<file path="config.mk">
export PLATFORM = sky130hd
export DESIGN_NAME = dual_adc_fmt
export DESIGN_NICKNAME = d
export VERILOG_FILES = /design/src/rtl/stab_lock.v /design/src/rtl/dual_adc_fmt.v
export VERILOG_INCLUDE_DIRS = /design/src /design/src/rtl
export SDC_FILE = /design/constraint.sdc
export NUM_CORES = 1
export LEC_CHECK = 0
export BUFFER_PORTS_ARGS = -buffer_cell sky130_fd_sc_hd__buf_4
export CAP_MARGIN = 20
export CORE_ASPECT_RATIO = 1.4
export CORE_MARGIN = 1.5
export CORE_UTILIZATION = 40
export CTS_CLUSTER_DIAMETER = 80
export DETAILED_ROUTE_END_ITERATION = 8
export SETUP_SLACK_MARGIN = 0.15
export SYNTH_ARGS = -nofsm -noshare
export SYNTH_HDL_FRONTEND = slang
export SYNTH_HIERARCHICAL = 1
export SYNTH_SLANG_ARGS = --single-unit
</file>
<file path="constraint.sdc">
create_clock -name clk -period 1.95 [get_ports clk]
set_input_delay 0.2925 -clock clk [delete_from_list [all_inputs] [get_ports clk]]
set_output_delay 0.2925 -clock clk [all_outputs]
set_load 0.005 [all_outputs]
</file>
<file path="src/rtl/dual_adc_map.vh">
// constants for the dual converter output formatting block
`ifndef DUAL_ADC_MAP_VH
`define DUAL_ADC_MAP_VH
`define SAMPLE_W 12
`define SAMPLE_MSB 11
`define LEVEL_W 2
`define LEVEL_GND 2'h0
`define LEVEL_THIRD 2'h1
`define LEVEL_TWO_THIRDS 2'h2
`define LEVEL_FULL 2'h3
`define CODE_MID 12'h800
`define CODE_MAX 12'hfff
`define CODE_MIN 12'h000
`define RAW_W 14
`define RAW_MAX 14'h0fff
`define RELOCK_CYCLES 100
`define RELOCK_W 7
`define RELOCK_LAST 7'h63
`define STOP_LIMIT 8'hff
`define STOP_W 8
`endif

</file>
<file path="src/rtl/stab_lock.v">
// duty-cycle stabilizer lock tracker for one sample clock
`timescale 1ns/1ps
module stab_lock (
    // clock and reset
    input wire clk,
    input wire arst_n,
    // control
    input wire stab_on,
    input wire clk_running,
    // status
    output wire locked
);
`include "dual_adc_map.vh"
    reg [`RELOCK_W-1:0] cnt_q;
    reg [`RELOCK_W-1:0] cnt_d;
    reg locked_q;
    reg locked_d;
    always @* begin
        cnt_d = cnt_q;
        locked_d = locked_q;
        if (!stab_on) begin
            cnt_d = {`RELOCK_W{1'b0}};
            locked_d = 1'b1;
        end else if (!clk_running) begin
            // a long stop drops lock
            cnt_d = {`RELOCK_W{1'b0}};
            locked_d = 1'b0;
        end else if (!locked_q) begin
            if (cnt_q == `RELOCK_LAST) begin
                locked_d = 1'b1; // RULE9
            end else begin
                cnt_d = cnt_q + 1'b1;
            end
        end
    end
    always @(posedge clk or negedge arst_n) begin
        if (!arst_n) begin
            cnt_q <= {`RELOCK_W{1'b0}};
            locked_q <= 1'b0;
        end else begin
            cnt_q <= cnt_d;
            locked_q <= locked_d;
        end
    end
    assign locked = locked_q;
endmodule // stab_lock

</file>
<file path="src/rtl/dual_adc_fmt.v">
// dual channel 12-bit sample formatting, overrange and output enable
// Operation
// RULE1: low two mode levels offset binary, high two complement
// RULE2: stabilizer on only at middle two levels
// RULE3: one mode setting drives both channels
// RULE4: offset binary midscale 800, complement flips top bit
// RULE5: overrange flags and clamps to extreme code
// RULE6: high enable-bar disables data and flag
// RULE7: separate enable per channel
// RULE8: sample on rising edge only, ignore falling
// RULE9: about hundred cycles relock, samples marked invalid
// RULE10: source keeps rate between 1 and 10 Msps
// RULE11: no stabilizer needs 50 percent duty, 40ns halves
// RULE12: channel clocks synchronous, skew within 1ns
// RULE13: word and flag from same sampled edge
`timescale 1ns/1ps
module dual_adc_fmt (
    // clock and reset
    input wire clk,
    input wire arst_n,
    // configuration
    input wire [1:0] mode_level,
    // sample clocks from pins
    input wire chan_a_sample_clock,
    input wire chan_b_sample_clock,
    // raw conversion results, signed, wider than the output
    input wire [13:0] chan_a_raw,
    input wire [13:0] chan_b_raw,
    // output enables, active low
    input wire chan_a_output_enable_n,
    input wire chan_b_output_enable_n,
    // channel a outputs
    output wire [11:0] chan_a_sample_word,
    output wire chan_a_overrange_flag,
    output wire chan_a_drive_n,
    output wire chan_a_sample_valid,
    // channel b outputs
    output wire [11:0] chan_b_sample_word,
    output wire chan_b_overrange_flag,
    output wire chan_b_drive_n,
    output wire chan_b_sample_valid,
    // mode status
    output wire twos_complement,
    output wire stabilizer_on
);
`include "dual_adc_map.vh"
    // clamp a signed raw value to a 12-bit offset binary or two's complement code
    function [`SAMPLE_W:0] fmt_code;
        input [`RAW_W-1:0] raw;
        input twos;
        reg [`RAW_W-1:0] biased;
        reg [`SAMPLE_W-1:0] code;
        reg ovr;
        begin
            biased = raw + {2'h0, `CODE_MID};
            ovr = 1'b0;
            code = biased[`SAMPLE_W-1:0]; // RULE4
            // judge by the raw sign; a large positive sum wraps into the top bit
            if (raw[`RAW_W-1] && biased[`RAW_W-1]) begin
                code = `CODE_MIN; // RULE5
                ovr = 1'b1;
            end else if (!raw[`RAW_W-1] && (biased > `RAW_MAX)) begin
                code = `CODE_MAX; // RULE5
                ovr = 1'b1;
            end
            if (twos) begin
                code[`SAMPLE_MSB] = ~code[`SAMPLE_MSB]; // RULE4
            end
            fmt_code = {ovr, code};
        end
    endfunction

    // next stable level: follow stage three only once stage two agrees
    function settle;
        input [2:0] sync;
        input lvl;
        begin
            settle = (sync[1] == sync[2]) ? sync[2] : lvl;
        end
    endfunction

    // idle count: cleared by a rise, held once it reaches the stop limit
    function [`STOP_W-1:0] idle_next;
        input [`STOP_W-1:0] idle;
        input rise;
        begin
            idle_next = idle;
            if (rise) begin
                idle_next = {`STOP_W{1'b0}};
            end else if (idle != `STOP_LIMIT) begin
                idle_next = idle + 1'b1;
            end
        end
    endfunction

    // mode level decode; both channels read the same two bits
    function is_twos;
        input [`LEVEL_W-1:0] lvl;
        begin
            is_twos = (lvl == `LEVEL_TWO_THIRDS) || (lvl == `LEVEL_FULL);
        end
    endfunction

    function is_stab;
        input [`LEVEL_W-1:0] lvl;
        begin
            is_stab = (lvl == `LEVEL_THIRD) || (lvl == `LEVEL_TWO_THIRDS);
        end
    endfunction

    // mode decode, shared by both channels
    reg twos_q;
    reg stab_q;
    always @(posedge clk or negedge arst_n) begin
        if (!arst_n) begin
            twos_q <= 1'b0;
            stab_q <= 1'b0;
        end else begin
            twos_q <= is_twos(mode_level); // RULE1
            stab_q <= is_stab(mode_level); // RULE2
        end
    end
    assign twos_complement = twos_q;
    assign stabilizer_on = stab_q;

    // three-stage pin synchronisers for the sample clocks
    reg [2:0] a_sync_q;
    reg [2:0] b_sync_q;
    always @(posedge clk or negedge arst_n) begin
        if (!arst_n) begin
            a_sync_q <= 3'h0;
            b_sync_q <= 3'h0;
        end else begin
            a_sync_q <= {a_sync_q[1:0], chan_a_sample_clock};
            b_sync_q <= {b_sync_q[1:0], chan_b_sample_clock};
        end
    end
    // stable level once stages two and three agree
    reg a_lvl_q;
    reg b_lvl_q;
    reg a_lvl_d;
    reg b_lvl_d;
    always @* begin
        a_lvl_d = settle(a_sync_q, a_lvl_q);
        b_lvl_d = settle(b_sync_q, b_lvl_q);
    end
    always @(posedge clk or negedge arst_n) begin
        if (!arst_n) begin
            a_lvl_q <= 1'b0;
            b_lvl_q <= 1'b0;
        end else begin
            a_lvl_q <= a_lvl_d;
            b_lvl_q <= b_lvl_d;
        end
    end
    // falling edges are never used
    wire a_rise = a_lvl_d & ~a_lvl_q; // RULE8
    wire b_rise = b_lvl_d & ~b_lvl_q; // RULE8

    // stopped-clock watchdogs; source rate floor keeps these from tripping in use
    reg [`STOP_W-1:0] a_idle_q;
    reg [`STOP_W-1:0] b_idle_q;
    always @(posedge clk or negedge arst_n) begin
        if (!arst_n) begin
            a_idle_q <= {`STOP_W{1'b0}};
            b_idle_q <= {`STOP_W{1'b0}};
        end else begin
            a_idle_q <= idle_next(a_idle_q, a_rise);
            b_idle_q <= idle_next(b_idle_q, b_rise);
        end
    end
    wire a_locked;
    wire b_locked;
    // lock counters advance on clk; relock window is in system cycles
    stab_lock u_lock_a (
        .clk(clk),
        .arst_n(arst_n),
        .stab_on(stab_q),
        .clk_running(a_idle_q != `STOP_LIMIT),
        .locked(a_locked)
    );
    stab_lock u_lock_b (
        .clk(clk),
        .arst_n(arst_n),
        .stab_on(stab_q),
        .clk_running(b_idle_q != `STOP_LIMIT),
        .locked(b_locked)
    );

    // capture word, flag and valid together on each rising edge
    reg [`SAMPLE_W:0] a_out_q;
    reg [`SAMPLE_W:0] b_out_q;
    reg a_val_q;
    reg b_val_q;
    always @(posedge clk or negedge arst_n) begin
        if (!arst_n) begin
            a_out_q <= {1'b0, `CODE_MID};
            b_out_q <= {1'b0, `CODE_MID};
            a_val_q <= 1'b0;
            b_val_q <= 1'b0;
        end else begin
            if (a_rise) begin
                a_out_q <= fmt_code(chan_a_raw, twos_q); // RULE13 RULE3
                a_val_q <= a_locked; // RULE9
            end
            if (b_rise) begin
                b_out_q <= fmt_code(chan_b_raw, twos_q); // RULE13 RULE3
                b_val_q <= b_locked; // RULE9
            end
        end
    end

    // outputs park at zero while disabled; drive_n tells the pad to float
    assign chan_a_sample_word = chan_a_output_enable_n ? `CODE_MIN : a_out_q[`SAMPLE_W-1:0]; // RULE6 RULE7
    assign chan_a_overrange_flag = ~chan_a_output_enable_n & a_out_q[`SAMPLE_W]; // RULE6
    assign chan_a_drive_n = chan_a_output_enable_n; // RULE7
    assign chan_a_sample_valid = ~chan_a_output_enable_n & a_val_q;
    assign chan_b_sample_word = chan_b_output_enable_n ? `CODE_MIN : b_out_q[`SAMPLE_W-1:0]; // RULE6 RULE7
    assign chan_b_overrange_flag = ~chan_b_output_enable_n & b_out_q[`SAMPLE_W]; // RULE6
    assign chan_b_drive_n = chan_b_output_enable_n; // RULE7
    assign chan_b_sample_valid = ~chan_b_output_enable_n & b_val_q;
endmodule // dual_adc_fmt

</file>
# Word level (Yosys, flattened, before mapping)
# Cells that the tools add are included.
dict set report op_classes {
  addsub 6
  n_lt_le_gt_ge 2
  n_eq_ne 13
  mux 36
  bitwise_logic 12
  reduce_logical 12
}
# op n
set ops {}
lappend ops {{$mux W12} 8}
lappend ops {{$mux W7} 8}
lappend ops {{$mux W8} 4}
lappend ops {{$add A14 B12 Y14 const B} 2}
lappend ops {{$gt A14 B12 Y1 const B} 2}
lappend ops {{$add A8 B1 Y8 const B} 2}
lappend ops {{$mux W1} 16}
lappend ops {{$ne A8 B8 Y1 const B} 2}
lappend ops {{$add A7 B1 Y7 const B} 2}
lappend ops {{$eq A7 B7 Y1 const B} 2}
lappend ops {{$ne A3 B3 Y1 const B} 4}
lappend ops {{$and A1 B1 Y1} 6}
lappend ops {{$not A1 Y1} 6}
lappend ops {{$eq A2 B2 Y1 const B} 2}
lappend ops {{$logic_and A1 B1 Y1} 4}
lappend ops {{$reduce_and A2 Y1} 2}
lappend ops {{$reduce_bool A2 Y1} 2}
lappend ops {{$eq A1 B1 Y1} 2}
lappend ops {{$eq A2 B1 Y1 const B} 1}
lappend ops {{$logic_not A1 Y1} 2}
lappend ops {{$logic_or A1 B1 Y1} 2}
dict set report word_totals {
  regBits 70
  input_bits 36
  output_inout_bits 32
  elab_cells 97
}

# Longest topological paths before layout
dict set report logic_depth {
  ltp_word 8
  mapped_depth 7
  ltp_nobuf 6
}

# Modules after synthesis
# The synthesis kept the hierarchy.
# module instances cells_per_inst area_each_um2 seq_area_each_um2
set modules_own_cells {}
lappend modules_own_cells {dual_adc_fmt 1 280 2698.8 1353.8}
lappend modules_own_cells {stab_lock 2 41 401.6 200.2}

# Worst setup path before layout
# No wires, ideal clock.
dict set report synth_timing {
  kind {reg-to-reg}
  start {register a_idle_q[0]}
  end {register u_lock_a.cnt_q[0]}
  setup_time_ns 0.079
  arrival_time_ns 1.584
  required_time_ns 1.871
  path_slack_ns 0.286
  stages_incl_launch_ff 8
  n_path_buf 1
  synth_period_minus_slack_ns 1.664
  cell_sequence {dfrtp_1 ha_1 buf_4 and3_1 nand2_1 nand2_1 or2_2 mux2i_1}
}
dict set report synth_between {
  elab_chain_cells 3
  word_cells_on_any_way 6
  classes_between {eq/ne (3); mux (2); reduce/logical (1)}
}
# element line_no
set synth_rtl {}
lappend synth_rtl {{start, declared} dual_adc_fmt.v:161} ;# reg [`STOP_W-1:0] a_idle_q;
lappend synth_rtl {{start signal, assigned} dual_adc_fmt.v:165} ;# a_idle_q <= {`STOP_W{1'b0}};
lappend synth_rtl {{start signal, assigned} dual_adc_fmt.v:168} ;# a_idle_q <= idle_next(a_idle_q, a_rise);
lappend synth_rtl {{$ne A8 B8 Y1 (no source line) *} n/a}
lappend synth_rtl {{$ne A3 B3 Y1 (no source line) / $mux W7 (equally long branches)} n/a}
lappend synth_rtl {{$reduce_and A2 Y1 (no source line) / $mux W7 (equally long branches)} n/a}
lappend synth_rtl {{end signal, assigned} stab_lock.v:38} ;# cnt_q <= {`RELOCK_W{1'b0}};
lappend synth_rtl {{end signal, assigned} stab_lock.v:41} ;# cnt_q <= cnt_d;
lappend synth_rtl {{end, declared} stab_lock.v:14} ;# reg [`RELOCK_W-1:0] cnt_q;
# Every way passes the cells marked *; elsewhere a longest branch is shown, timed or not.
# A chain may end at the register's enable or synchronous reset.

# Worst setup path after layout
dict set report layout_timing {
  start {register b_idle_q[0]}
  end {register u_lock_b.cnt_q[0]}
}
dict set report layout_between {
  elab_chain_cells 3
  word_cells_on_any_way 6
  classes_between {eq/ne (3); mux (2); reduce/logical (1)}
}
# element line_no
set layout_rtl {}
lappend layout_rtl {{start, declared} dual_adc_fmt.v:162} ;# reg [`STOP_W-1:0] b_idle_q;
lappend layout_rtl {{start signal, assigned} dual_adc_fmt.v:166} ;# b_idle_q <= {`STOP_W{1'b0}};
lappend layout_rtl {{start signal, assigned} dual_adc_fmt.v:169} ;# b_idle_q <= idle_next(b_idle_q, b_rise);
lappend layout_rtl {{$ne A8 B8 Y1 (no source line) *} n/a}
lappend layout_rtl {{$ne A3 B3 Y1 (no source line) / $mux W7 (equally long branches)} n/a}
lappend layout_rtl {{$reduce_and A2 Y1 (no source line) / $mux W7 (equally long branches)} n/a}
lappend layout_rtl {{end signal, assigned} stab_lock.v:38}
lappend layout_rtl {{end signal, assigned} stab_lock.v:41}
lappend layout_rtl {{end, declared} stab_lock.v:14}
# Marks and branches as above.

==> results.md <==
- Status: finished, final reports clean
- Total track usage: 0.1772
- Number of CTS-inserted buffers: 9
- R2R Setup Slk: 310 ps
- Layout area overhead: 26.44%
- # rows: 40
- Post-route cell area: 0.004428 sq mm
- DR vias: 2,886
- Psw: 0.001136 W
- Via density: 5.344
- RR Startpoint: b_idle_q[0]
- Ports: a little under 70
- Slew HR: 0.6405
- Ranking of synthesized cells by area: dfrtp_1, a21oi_1, o31ai_1
- Die Area: 0.009333 sq mm
- Crit-path cells: ha_2, and4_1, nand2_2, nand2_2, or2_2, mux2i_1
- Tot Pwr: 0.004284 W
- RR Endpoint: u_lock_b/cnt_q[0]
- Post-Synthesis Cells: about 360
- Top delay family on crit path: simple AND/OR/NAND/NOR gates
- Commonest non-fill, non-tap cell in the layout: buf_4
- Maximum vdd ir drop: 0.0004931 V
- Synthesized Nets: roughly 400
- Initial core utilization: 0.4092
- Final nets: 476
- 1st-iter DRT viols: 127
- Number of global-route vias before repair: 2,866
- Syn Area/Cell: between 9 and 10 sq um
- Ys async rst share: 1.000
- CTS tree: built
- Synth Register Bits: 70
- Most frequent cells in the layout: buf_4, dfrtp_1, nand2_1
- Most used flip-flop cell after synthesis: dfrtp_1
- Power density cells: 967.4 mW/mm^2
- Fin Clk Skew: 7.339 ps
- Warnings, synthesis: 6
- Clk pin slew, worst setup/hold paths: 50 ps
- Hpwl dp: 5.242 mm
- Number of enable flip-flop cells after synthesis: 0
- Global-route wire length before repair: 12.74 mm
- CP peak stage delay: 420 ps
- Fmax: slightly above 600 MHz
- Global-route met2 utilization: 0.2776
- Setup total negative slack: 0 ps
- Crit. End Element: flip-flop
- RSZ-0062 raised after global routing: false
- Largest net degree at the start of global routing: 39
- Sequential power share: 0.441
- Met3 GRT Util: 0.05360
- Antenna violations before repair: 0
- Hold Crit Depth: 1
- Final slew viol count: 0
- Overflow left after global routing: 0
- Power Internal: 0.003148 W
- Clk pwr share: 0.383
- Die height: 113.7 microns
- Layer with the highest usage: met2
- Max FO, Critical Path: 6
- CP Data Required Time: 2200 ps
- Drt total wl: 7.591 mm
- Sw Share: 0.2651
- CP bufs+invs: 0
- Core box area: 0.008558 sq mm
- WHS: 71.16 ps
- Post-synth top area cell: dfrtp_1
- Final hold vios: 0
- Fin crit period: 1639 ps
- Crit share post-route: 0.8407
- Combinational fraction of design power: 0.176
- Number of routed nets with antenna violations: 0
- # setup viols final: 0
- Gpl congestion: 0.7887
- Min-Delay Path Class: input port to flip-flop
- Hold_sp: chan_a_sample_clock
- # H-tree levels: 3
- Crit-path most repeated cell: nand2_2
- Worst Hold End: a_sync_q[0]
- Num Clock Sinks: 70
- Placed Area: 0.004108 sq mm
- Drt wl/cell: approximately 14 microns
- Met1 usage: 0.2168
- Synthesized area: 0.003502 sq mm
- Die X: 82.08 microns
- R2R depth: 6
- WP data arrival: 1890 ps
- Crit path max-delay cell type: dfrtp_1
- CP Class: flip-flop to flip-flop
- Slew @ Worst Pin: 536.3 ps
- Max Buffers Root-to-Sink: 2
- Maxcap violations: 0
- # diodes: 0
- Port bufs: 67
- Root Buffer Master: clkbuf_16
- Lkg Pwr: 2.008 nW
- Seq/Total Area, Yosys: 0.5009
- Clk_lat worst skew: between 300 and 400 ps
- Layout cell share with drive strength beyond 1: 0.2230
- Yosys top cell area share: 0.4859
- Startpoint types: flip-flop
- Pre-antenna DRT Iters: 4
- DRC violations left: 0
- Cell variety after synth: 45
timing repair:
action	4_1_cts	5_1_grt
hold buffers	1	0
setup buffers	0	0
resized for setup	0	3
endpoints found under the setup margin	0	1
endpoints found under the hold margin	36	0
power by group through the flow:
stage                     clock (W)  sequential (W)  combinational (W)
after floorplan                   0         0.00186           0.000464
after global placement            0         0.00190           0.000733
after detailed placement          0         0.00191           0.000759
after CTS                   0.00169         0.00189           0.000762
after global routing        0.00175         0.00193           0.000860
final                       0.00164         0.00189           0.000753
through the flow:
| step | cells | util | worst slack, ps |
|---|---|---|---|
| after detailed placement | 523 | 0.4800 | 168.3 |
| final | 540 | 0.5174 | 310.6 |
| after global placement | 523 | 0.4800 | 227.0 |
| after CTS | 540 | 0.5165 | 150.7 |
| after floorplan | 362 | - | 286.5 |
| after global routing | 540 | 0.5174 | 183.0 |
metal layers:
layer  vias up  part of all wire
li1       1441                 -
met1      1370              0.45
met2        68              0.48
met3         7             0.048
met4         0             0.014
met5         -                 0
cells in the mapped netlist, types with 4 or more instances:
library cell,instances
a21oi_1,39
a31oi_1,7
and3_1,7
buf_2,6
clkbuf_1,8
dfrtp_1,68
ha_1,10
inv_1,11
mux2i_1,4
nand2_1,46
nand2b_1,6
nand3_1,13
nand4_1,4
nor2b_1,28
nor3_1,8
o21ai_0,17
o31ai_1,24
or3_1,5
worst max path at each step:
stage                start                end  slack, ps  cells after the start
2_1_floorplan  a_idle_q[0]  u_lock_a/cnt_q[0]        290                      7
3_3_place_gp   b_idle_q[0]  u_lock_b/cnt_q[0]        230                      6
3_5_place_dp   b_idle_q[0]  u_lock_b/cnt_q[0]        170                      6
4_1_cts        b_idle_q[0]  u_lock_b/cnt_q[0]        150                      6
5_1_grt        b_idle_q[0]  u_lock_b/cnt_q[0]        180                      6
6_report       b_idle_q[0]  u_lock_b/cnt_q[0]        310                      6
registers in the layout, summed over array words and instances (netlist names), 3 cells and up:
signal and flops:
a_out_q 13, b_out_q 13, a_idle_q 8, b_idle_q 8, u_lock_a/cnt_q 7, u_lock_b/cnt_q 7, a_sync_q 3, b_sync_q 3
final cells by class:
class                   count  area (sq um)
fillers                   809          4130
inverters                  11         41.29
repair buffers             75         578.1
multi-input cells         263          1620
flip-flops and latches     70          1754
clock inverters             3         42.54
clock buffers              13         260.3
well taps                 105         131.4
cells by family (layout without fill, tap and decap cells):
family | after synthesis | in the layout | synth area share
AND/OR/NAND/NOR | 145 | 145 | 0.2283
AO/OA/AOI/OAI | 100 | 100 | 0.1743
flip-flops | 70 | 70 | 0.5009
buffers and inverters | 29 | 102 | 0.03859
adder cells (fa/ha/maj) | 12 | 12 | 0.04144
multiplexers | 4 | 4 | 0.01143
XOR/XNOR | 2 | 2 | 0.005003
Note: power is estimated with default switching activity, not from simulation.
